`src/common/status_led_defs.svh`:
```
/*
 * constants of the status indicator lighting block: register offsets,
 * mask field positions, reset values and blink timing.
 * assumes inclusion by the core module, the checker and the bench.
 */
`ifndef STATUS_LED_DEFS_SVH
`define STATUS_LED_DEFS_SVH

// ----------------------------------------------------------------------
// register byte offsets
// ----------------------------------------------------------------------
`define OFS_ENABLE_STATE   12'h000
`define OFS_DISABLE_CMD    12'h004
`define OFS_ENABLE_CMD     12'h008
`define OFS_REFRESH_CMD    12'h00C
`define OFS_MANUAL_REQ     12'h010
`define OFS_STATUS         12'h014

// ----------------------------------------------------------------------
// lighting mask bit positions
// ----------------------------------------------------------------------
`define BIT_RUN            0
`define BIT_USER_TWO       1
`define BIT_ERROR          3
`define BIT_USER_ONE       5
`define BIT_DATA_LINK      6
`define BIT_LINE_ERR_ONE   9
`define BIT_LINE_ERR_TWO   10

`define MASK_W             16
`define MASK_USED          32'h0000_066B
`define MASK_MANUAL        32'h0000_0622
`define MASK_RESET         16'h066B

// ----------------------------------------------------------------------
// status register fields
// ----------------------------------------------------------------------
`define STAT_APPLIED_LSB   0
`define STAT_REJECT_BIT    2
`define STAT_LIVE_LSB      4

// ----------------------------------------------------------------------
// timing
// ----------------------------------------------------------------------
`define CLK_HZ             50000000
`define BLINK_PERIOD_MS    500
`define BLINK_HALF_CYCLES  ((`CLK_HZ / 1000) * `BLINK_PERIOD_MS / 2)

`endif

```
`src/common/status_led_pkg.sv`:
```
/*
 * types of the status indicator lighting block.
 * assumes status_led_defs.svh sits beside it on the include path.
 */
package status_led_pkg;

   // ----------------------------------------------------------------------
   // data link state, as seen by the refresh command
   // ----------------------------------------------------------------------
   typedef enum logic [1:0] {
      LINK_NONE,
      LINK_STOPPED,
      LINK_RUNNING
   } link_state_t;

   // ----------------------------------------------------------------------
   // bus answer sequencing
   // ----------------------------------------------------------------------
   typedef enum logic {
      BUS_IDLE,
      BUS_ANSWER
   } bus_phase_t;

   // ----------------------------------------------------------------------
   // indicator drive levels, one bit each, high means lit
   // ----------------------------------------------------------------------
   typedef struct packed {
      logic run;
      logic error;
      logic data_link;
      logic user_one;
      logic user_two;
      logic line_err_one;
      logic line_err_two;
   } indicators_t;

endpackage

```
`src/core/status_led_enable_control.sv`:
```
/*
 * status indicator lighting control: an enable mask with set-to-disable
 * and set-to-enable commands, a data link driven indicator with blink,
 * and an apb register slave.
 * assumes a single clock clk_sys at 50 MHz, link state from logic on the
 * same clock, and an apb master that holds each request until pready.
 */
// Added by the designer: the register addresses and the APB register port.
//
// How it works
// (RULE_01) disable bits: 0 run, 1 user two, 3 error
// (RULE_02) disable bits: 5 user one, 6 data link
// (RULE_03) bits 9, 10 line errors; rest unused
// (RULE_04) disable write: ones clear, zeros hold
// (RULE_05) disable write with unused bits errors out
// (RULE_06) enable word uses the same bit positions
// (RULE_07) enable write: ones set, zeros hold
// (RULE_08) enable write with unused bits errors out
// (RULE_09) refresh drives run, error, link from state
// (RULE_10) link running: data link indicator steady on
// (RULE_11) link stopped: data link blinks, 500 ms period
// (RULE_12) no link: data link indicator off
// (RULE_13) disabled indicator stays off; rejected write inert
// (RULE_14) blink counted in clocks, equal halves
//
`timescale 1ns/1ps

`include "status_led_defs.svh"

module status_led_enable_control
   import status_led_pkg::*;
#(
   parameter int ADDR_W      = 12,
   parameter int HALF_CYCLES = `BLINK_HALF_CYCLES
) (
   input  wire logic              clk_sys,
   input  wire logic              rst,
   input  wire logic              ce,
   input  wire logic              psel,
   input  wire logic              penable,
   input  wire logic              pwrite,
   input  wire logic [ADDR_W-1:0] paddr,
   input  wire logic [31:0]       pwdata,
   output logic      [31:0]       prdata,
   output logic                   pready,
   output logic                   pslverr,
   input  wire logic [1:0]        data_link_state,
   output indicators_t            indicators
);

   // ----------------------------------------------------------------------
   // elaboration checks
   // ----------------------------------------------------------------------
   localparam int CNT_W = (HALF_CYCLES > 1) ? $clog2(HALF_CYCLES) : 1;

   if (ADDR_W < 5 || ADDR_W > 32) begin : g_bad_addr
      $error("address width must lie between 5 and 32");
   end
   if (HALF_CYCLES < 1) begin : g_bad_half
      $error("blink half period must be at least one cycle");
   end

   // ----------------------------------------------------------------------
   // state
   // ----------------------------------------------------------------------
   bus_phase_t               phase_reg;
   logic [`MASK_W-1:0]       enable_reg;
   logic [`MASK_W-1:0]       manual_reg;
   link_state_t              applied_reg;
   logic                     reject_reg;
   logic [CNT_W-1:0]         blink_cnt_reg;
   logic                     blink_reg;
   logic [31:0]              prdata_reg;
   logic                     pready_reg;
   logic                     pslverr_reg;
   indicators_t              indicators_reg;
   indicators_t              indicators_next;

   // latched decode of the request under answer
   logic                     wr_ok_reg;
   logic [ADDR_W-1:0]        addr_hold_reg;
   logic [`MASK_W-1:0]       data_hold_reg;

   // ----------------------------------------------------------------------
   // request decode
   // ----------------------------------------------------------------------
   logic                     access_start;
   logic                     access_done;
   logic [11:0]              ofs;
   logic                     hit;
   logic                     is_mask_cmd;
   logic                     has_unused;
   logic                     bad_req;
   logic [31:0]              rd_word;
   link_state_t              live_state;

   assign access_start = psel && penable && (phase_reg == BUS_IDLE);
   assign access_done  = psel && penable && (phase_reg == BUS_ANSWER);
   assign ofs          = 12'(paddr);

   always_comb begin
      hit = 1'b0;
      unique case (ofs)
         `OFS_ENABLE_STATE,
         `OFS_DISABLE_CMD,
         `OFS_ENABLE_CMD,
         `OFS_REFRESH_CMD,
         `OFS_MANUAL_REQ,
         `OFS_STATUS: hit = 1'b1;
         default:     hit = 1'b0;
      endcase
      if (ADDR_W > 12 && (paddr >> 12) != '0) begin
         hit = 1'b0;
      end
   end

   assign is_mask_cmd = pwrite &&
      (ofs == `OFS_DISABLE_CMD || ofs == `OFS_ENABLE_CMD);

   // any one outside the used positions refuses the command
   assign has_unused = (pwdata & ~(`MASK_USED)) != 32'h0000_0000; // [RULE_03]

   assign bad_req = !hit || (is_mask_cmd && has_unused); // [RULE_05] [RULE_08]

   // illegal code 3 on the link input is read as no link
   always_comb begin
      unique case (data_link_state)
         2'h1:    live_state = LINK_STOPPED;
         2'h2:    live_state = LINK_RUNNING;
         default: live_state = LINK_NONE;
      endcase
   end

   // ----------------------------------------------------------------------
   // read mux
   // ----------------------------------------------------------------------
   always_comb begin
      rd_word = 32'h0000_0000;
      unique case (ofs)
         `OFS_ENABLE_STATE: rd_word = 32'(enable_reg);
         `OFS_MANUAL_REQ:   rd_word = 32'(manual_reg);
         `OFS_STATUS: begin
            rd_word[`STAT_APPLIED_LSB +: 2] = applied_reg;
            rd_word[`STAT_REJECT_BIT]       = reject_reg;
            rd_word[`STAT_LIVE_LSB +: 2]    = live_state;
         end
         default:           rd_word = 32'h0000_0000;
      endcase
   end

   // ----------------------------------------------------------------------
   // apb answer: one wait cycle, then pready for one cycle
   // ----------------------------------------------------------------------
   always_ff @(posedge clk_sys or posedge rst) begin
      if (rst) begin
         phase_reg   <= BUS_IDLE;
         pready_reg  <= 1'b0;
         pslverr_reg <= 1'b0;
         prdata_reg  <= 32'h0000_0000;
      end else if (ce) begin
         if (access_start) begin
            phase_reg   <= BUS_ANSWER;
            pready_reg  <= 1'b1;
            pslverr_reg <= bad_req; // [RULE_05] [RULE_08]
            prdata_reg  <= (pwrite || !hit) ? 32'h0000_0000 : rd_word;
         end else begin
            phase_reg   <= BUS_IDLE;
            pready_reg  <= 1'b0;
            pslverr_reg <= 1'b0;
         end
      end
   end

   // decode is frozen at the first access edge so the commit at the
   // pready edge matches the answer already given
   always_ff @(posedge clk_sys or posedge rst) begin
      if (rst) begin
         wr_ok_reg     <= 1'b0;
         addr_hold_reg <= '0;
         data_hold_reg <= '0;
      end else if (ce) begin
         if (access_start) begin
            wr_ok_reg     <= pwrite && !bad_req; // [RULE_13]
            addr_hold_reg <= paddr;
            data_hold_reg <= pwdata[`MASK_W-1:0];
         end else begin
            wr_ok_reg     <= 1'b0;
         end
      end
   end

   logic commit;
   logic [11:0] hold_ofs;
   assign commit   = access_done && wr_ok_reg;
   assign hold_ofs = 12'(addr_hold_reg);

   // ----------------------------------------------------------------------
   // lighting enable mask
   // ----------------------------------------------------------------------
   always_ff @(posedge clk_sys or posedge rst) begin
      if (rst) begin
         enable_reg <= `MASK_RESET;
      end else if (ce && commit) begin
         if (hold_ofs == `OFS_DISABLE_CMD) begin
            // ones clear, zeros keep; same positions both ways
            enable_reg <= enable_reg & ~data_hold_reg; // [RULE_04] [RULE_01]
         end else if (hold_ofs == `OFS_ENABLE_CMD) begin
            enable_reg <= enable_reg | data_hold_reg; // [RULE_07] [RULE_06]
         end
      end
   end

   // ----------------------------------------------------------------------
   // manual requests for user and line error indicators
   // ----------------------------------------------------------------------
   always_ff @(posedge clk_sys or posedge rst) begin
      if (rst) begin
         manual_reg <= '0;
      end else if (ce && commit && hold_ofs == `OFS_MANUAL_REQ) begin
         manual_reg <= data_hold_reg & `MASK_W'(`MASK_MANUAL);
      end
   end

   // ----------------------------------------------------------------------
   // rejected command flag
   // ----------------------------------------------------------------------
   // set wins: a refused command in the same edge as a good one is kept
   always_ff @(posedge clk_sys or posedge rst) begin
      if (rst) begin
         reject_reg <= 1'b0;
      end else if (ce) begin
         if (access_start && is_mask_cmd && has_unused) begin
            reject_reg <= 1'b1; // [RULE_05] [RULE_08]
         end else if (commit &&
                      (hold_ofs == `OFS_DISABLE_CMD ||
                       hold_ofs == `OFS_ENABLE_CMD)) begin
            reject_reg <= 1'b0;
         end
      end
   end

   // ----------------------------------------------------------------------
   // refresh: the link state is taken only on command
   // ----------------------------------------------------------------------
   always_ff @(posedge clk_sys or posedge rst) begin
      if (rst) begin
         applied_reg <= LINK_NONE;
      end else if (ce && commit && hold_ofs == `OFS_REFRESH_CMD) begin
         applied_reg <= live_state; // [RULE_09]
      end
   end

   // ----------------------------------------------------------------------
   // blink timebase
   // ----------------------------------------------------------------------
   // free running, so the phase seen after a refresh is not aligned
   always_ff @(posedge clk_sys or posedge rst) begin
      if (rst) begin
         blink_cnt_reg <= '0;
         blink_reg     <= 1'b0;
      end else if (ce) begin
         if (blink_cnt_reg == CNT_W'(HALF_CYCLES - 1)) begin
            blink_cnt_reg <= '0;
            blink_reg     <= !blink_reg; // [RULE_14] [RULE_11]
         end else begin
            blink_cnt_reg <= blink_cnt_reg + CNT_W'(1);
         end
      end
   end

   // ----------------------------------------------------------------------
   // indicator drive
   // ----------------------------------------------------------------------
   always_comb begin
      indicators_next = '0;
      unique case (applied_reg)
         LINK_RUNNING: indicators_next.data_link = 1'b1; // [RULE_10]
         LINK_STOPPED: indicators_next.data_link = blink_reg; // [RULE_11]
         default:      indicators_next.data_link = 1'b0; // [RULE_12]
      endcase
      indicators_next.run   = applied_reg != LINK_NONE; // [RULE_09]
      indicators_next.error = applied_reg == LINK_NONE; // [RULE_09]
      indicators_next.user_one     = manual_reg[`BIT_USER_ONE];
      indicators_next.user_two     = manual_reg[`BIT_USER_TWO];
      indicators_next.line_err_one = manual_reg[`BIT_LINE_ERR_ONE];
      indicators_next.line_err_two = manual_reg[`BIT_LINE_ERR_TWO];

      // a disabled indicator is held dark whatever is asked
      indicators_next.run       &= enable_reg[`BIT_RUN]; // [RULE_13] [RULE_01]
      indicators_next.user_two  &= enable_reg[`BIT_USER_TWO]; // [RULE_01]
      indicators_next.error     &= enable_reg[`BIT_ERROR]; // [RULE_01]
      indicators_next.user_one  &= enable_reg[`BIT_USER_ONE]; // [RULE_02]
      indicators_next.data_link &= enable_reg[`BIT_DATA_LINK]; // [RULE_02]
      indicators_next.line_err_one &=
         enable_reg[`BIT_LINE_ERR_ONE]; // [RULE_03]
      indicators_next.line_err_two &=
         enable_reg[`BIT_LINE_ERR_TWO]; // [RULE_03]
   end

   always_ff @(posedge clk_sys or posedge rst) begin
      if (rst) begin
         indicators_reg <= '0;
      end else if (ce) begin
         indicators_reg <= indicators_next; // [RULE_13]
      end
   end

   // ----------------------------------------------------------------------
   // outputs
   // ----------------------------------------------------------------------
   assign prdata     = prdata_reg;
   assign pready     = pready_reg;
   assign pslverr    = pslverr_reg;
   assign indicators = indicators_reg;

endmodule

```
`config.mk`:
```
export PLATFORM = sky130hd
export DESIGN_NAME = status_led_enable_control
export DESIGN_NICKNAME = d
export VERILOG_FILES = /design/src/common/status_led_pkg.sv /design/src/core/status_led_enable_control.sv
export VERILOG_INCLUDE_DIRS = /design/src /design/src/common
export SDC_FILE = /design/constraint.sdc
export NUM_CORES = 1
export LEC_CHECK = 0
export BUFFER_PORTS_ARGS = -buffer_cell sky130_fd_sc_hd__buf_2
export CAP_MARGIN = 20
export CORE_MARGIN = 3
export CORE_UTILIZATION = 30
export CTS_CLUSTER_DIAMETER = 100
export CTS_CLUSTER_SIZE = 30
export DETAILED_ROUTE_END_ITERATION = 10
export GPL_TIMING_DRIVEN = 0
export PLACE_DENSITY_LB_ADDON = 0.25
export SLEW_MARGIN = 40
export SYNTH_ARGS = -nofsm -noshare
export SYNTH_HDL_FRONTEND = slang
export SYNTH_SLANG_ARGS = --single-unit
```
`constraint.sdc`:
```
create_clock -name clk_sys -period 8 [get_ports clk_sys]
set_input_delay 0 -clock clk_sys [delete_from_list [all_inputs] [get_ports clk_sys]]
set_output_delay 0 -clock clk_sys [all_outputs]
set_load 0.1 [all_outputs]
```
Yosys cells after proc, flatten, opt, wreduce, memory -nomap -nowiden
Index checks and enable logic that the tools add are counted.
- latch bits: 0
- bits in writable memories: 0
- bits of input ports: 52
- word-level logic and storage cells: 92
- memory bits (read-only): 0
- flip-flop bits (word level): 118
- output and inout port bits: 41
- memories: 0
- divide/modulo/power cells: 0
- reductions and logical operators: 31
- add/subtract/negate cells: 1
- mux-type cells: 16
- $lt $le $gt $ge: 0
- shift operators: 0
- bitwise operators: 11
- eq/ne operators: 14
- multipliers: 0
- operator list (cell ; count):
    == test 12 x 4 -> 1 bit (second input constant) ; 4
    == test 12 x 5 -> 1 bit (second input constant) ; 3
    two-way mux 16 bit ; 2
    two-way mux 32 bit ; 1
    nonzero test 32 bit ; 1
    adder 24 x 1 -> 24 bit (second input constant) ; 1
    == test 12 x 3 -> 1 bit (second input constant) ; 2
    == test 24 bit (second input constant) ; 1
    two-way mux 24 bit ; 1
    case mux 10 bit (2 select lines) ; 1
    bitwise AND 16 bit ; 1
    NOT 16 bit ; 1
    OR 16 bit ; 1
    logical AND 1 bit ; 13
    zero test 12 bit ; 1
    case mux 3 bit (3 select lines) ; 1
    AND reduction 2 bit ; 4
    bitwise AND 1 bit ; 7
    two-way mux 1 bit ; 7
    case mux 2 bit (3 select lines) ; 1
    nonzero test 2 bit ; 3
    OR reduction 6 bit ; 1
    == test 2 x 1 -> 1 bit (second input constant) ; 2
    == test 2 bit (second input constant) ; 2
    other kinds (6) ; 11

Depth between registers and ports, before layout
- depth after elaboration: 8
- gate-level depth with buffers: 6
- mapped depth without buffers: 5

Least setup slack after synthesis
Ideal clock, no wire load.
- kind: flip-flop to flip-flop
- start point: register pready (netlist name)
- end point: register manual_reg[10]
- buffers on the path: 1
- setup slack: 5.590 ns
- period minus slack after synthesis: 2.410 ns
- arrival time: 2.285 ns
- cell stages (with the launch flop): 6
- cells stage by stage: dfrtp_1 -> nor4bb_1 -> and4_1 -> buf_2 -> nor4b_4 -> mux2_2
- RTL lines (item ; RTL line ; text):
    end signal, assigned ; status_led_enable_control.sv:220 ; manual_reg <= data_hold_reg & `MASK_W'(`MASK_MANUAL);
    end, declared ; status_led_enable_control.sv:68 ; logic [`MASK_W-1:0] manual_reg;

==> metrics.csv <==
metric,value,unit
final wirelength,12.6,mm
power share of the clock group,35.2,%
critical path launch point type,flip-flop,
# H-tree levels,3,
ys flop type,dfrtp_1,
Clock Tree Buf Depth,2,
arrival time at the worst endpoint,2.54,ns
Slew Limit Fails,0,
Worst Path Buf+Inv,0,
crit-path max FO,10,
Final Hold Vio Count,0,
peak supply drop,0.0000990,V
Nets,669,
outcome,"complete, no violations",
DP Wirelength,9.16,mm
final period demand of the worst path,2.25,ns
Port-buffer cells,76,
Gate Count Post-Synth,482,
Async SR Flop Fraction,100,%
f_max,444,MHz
Starting Density,31.3,%
post-route ant nets,0,
CP Data Required Time,8.29,ns
sequential area share after synthesis,52.8,%
Clock Sinks,102,
chip height,133,µm
"slowest stage delay, CP",0.59,ns
cell area after synthesis,4850,µm²
switching power,0.368,mW
DR pass1 iterations,4,
share of cells above drive strength 1,22.2,%
Inst Count DP,785,
Ports,93,
synthesis-stage register bit count,102,
CP Capture Type,flip-flop,
Post-synth EDFFs,0,
logic gate share of total power,15.3,%
CP top delay family,simple AND/OR/NAND/NOR gates,
Pleak,2.91,nW
DIE WIDTH,133,µm
setup TNS,0,ns
wire per inst,15.2,µm
CTS root buf,clkbuf_16,
Slew headroom,49.6,%
vias in the first global route,4126,
vias per std cell,4.95,
CORE AREA,15500,µm²
worst slew pin tran,0.751,ns
DR iter-0 viols,269,
Ys Warns,0,
class of the tightest hold or removal check,input port to flip-flop,
ANT cells,0,
gr usage total,14.7,%
fin crit share,28.2,%
"Setup violations, final",0,
"non-filler cells, final",828,
clock latency on the worst-skew pair,0.35,ns
RSZ-0062 raised after global routing,false,
critical path class,flip-flop to flip-flop,
CTS buffer count,9,
largest net degree at the start of global routing,76,
Worst Skew,0.00649,ns
CP Cell Sequence,nand4b_2 > or3_1 > nor4_4 > a22o_1,
Placed Area,5590,µm²
Max Cap Viol,0,
pwr/cell area,198,nW/µm²
final instance area,6150,µm²
initial antenna violation count,0,
Area Growth Syn to Fin,26.8,%
post-cts resize count,0,
row cnt,45,
drt drc,0,
internal power,0.850,mW
DR vias,4101,
Seq pwr share,49.5,%
count of cell types in the netlist,53,
Worst path slowest cell,nor4_4,
final RePlAce weighted congestion,0.809,
switch share,30.2,%
first-pass GRT wire length,21.0,mm
global route overflow,0,
syn avg cell area,10.1,µm²
Worst-path clk slew,0.07,ns
die area,17700,µm²
post-CTS setup buffer count,0,
number of fillers in the final layout,1545,
CTS tree,done,
Hold WS,0.0176,ns
cts hold-fix bufs,28,
## power groups by stage
| stage | Sequential [mW] | Clock [mW] | Combinational (mW) |
|---|---|---|---|
| after CTS | 0.603 | 0.443 | 0.188 |
| after floorplan | 0.606 | 0 | 0.125 |
| after global routing | 0.609 | 0.459 | 0.207 |
| after detailed placement | 0.613 | 0 | 0.178 |
| after global placement | 0.611 | 0 | 0.172 |
| final | 0.604 | 0.429 | 0.186 |
## cell usage in the layout, fill, tap and decap left out, types with 6 or more instances in the layout
master and instances:
clkbuf_16 9, dfstp_2 7, and3_1 8, buf_4 18
or4_1 6, mux2i_1 7, nand2_1 104, a22o_1 17
inv_1 11, xnor2_1 6, nand3_1 24, a41oi_1 16
clkbuf_1 18, o21ai_0 12, nand4_1 9, nor4_1 12
dfrtp_1 95, dlygate4sd3_1 28, nor2_1 6, conb_1 16
buf_2 78, xor2_1 6, a21oi_1 24, o31ai_1 6
nor3_1 6
## final timing paths
kind	from	endpoint	slack (ns)	depth (start not counted)
max reg2reg	pready$_DFFE_PP0P_	prdata[7]$_DFFE_PP0P_	5.75	4
max in group asynchronous	rst	async pin	7.19	4
min in group asynchronous	rst	indicators[0]$_DFFE_PP0P_	0.14	3
min reg2reg	data_hold_reg[3]$_DFFE_PP0P_	flip-flop	0.45	1
max	pready$_DFFE_PP0P_	prdata[7]$_DFFE_PP0P_	5.75	4
min	data_link_state[0]	applied_reg[1]$_DFFE_PP0P_	0.02	3
## cell usage after synthesis, drive strengths merged, types with 2 or more instances
cell type	number	share of area (%)
a21oi	24	2.5
a22o	17	3.1
a31oi	2	0.26
a41oi	16	2.9
and2	2	0.26
and3	8	1.0
and4	4	0.75
buf	24	3.6
clkbuf	17	1.3
dfrtp	95	49
dfstp	7	3.8
ha	4	1.0
inv	12	0.93
mux2	5	1.2
mux2i	7	1.4
nand2	104	8.0
nand3	24	2.5
nand4	10	1.4
nor2	6	0.46
nor2b	5	0.64
nor3	8	1.0
nor4	13	2.0
nor4b	3	0.85
nor4bb	3	0.62
o21ai	12	1.2
o221ai	3	0.54
o22ai	2	0.26
o2bb2ai	4	0.72
o31ai	6	0.93
or2	2	0.26
or3	5	0.67
or4	7	1.2
xnor2	6	1.1
xor2	6	1.1
## routing by layer
layer	GRT usage [%]	part of all wire, %	vias to the layer above
li1	-	-	1972
met1	19.0	45	2020
met2	24.9	49	95
met3	3.55	4.5	14
met4	3.43	0.97	0
met5	0	0	-
## final cells by class
cell class                 instances  area (µm²)  area share, %
inverter                          12        52.6          0.854
buffer                            41         239           3.89
tap                              211         264           4.29
sequential                       102        2560           41.6
clock buffer                      12         256           4.17
timing repair buffer             105         688           11.2
clock inverter                     3        26.3          0.427
multi-input combinational        342        2060           33.5
## per-stage QoR
stage | setup WS [ns] | util, % | total power, mW
detailed placement | 5.77 | 36.1 | 0.790
global route | 5.63 | 39.7 | 1.28
global placement | 4.11 | 35.9 | 0.783
CTS | 5.74 | 39.7 | 1.23
finish | 5.75 | 39.7 | 1.22
floorplan | 5.34 | - | 0.732
## cells by family (layout without fill, tap and decap cells)
family                     Yosys count  after routing  share of synthesized area [%]
adders and majority gates            4              4                           1.03
AOI/OAI and AO/OA                   91             91                           13.2
DFF                                102            102                           52.8
muxes                               12             12                           2.60
other                                1             16                         0.0773
and+or+nand+nor                    207            207                           22.3
xor gates and xnor gates            12             12                           2.17
buffers and inverters               53            173                           5.85
## tightest hold or removal path: stages
cell and delay [ns]:
buf_2 0.08, nand2b_1 0.15, mux2i_1 0.09
Note: power is estimated with default switching activity, not from simulation.
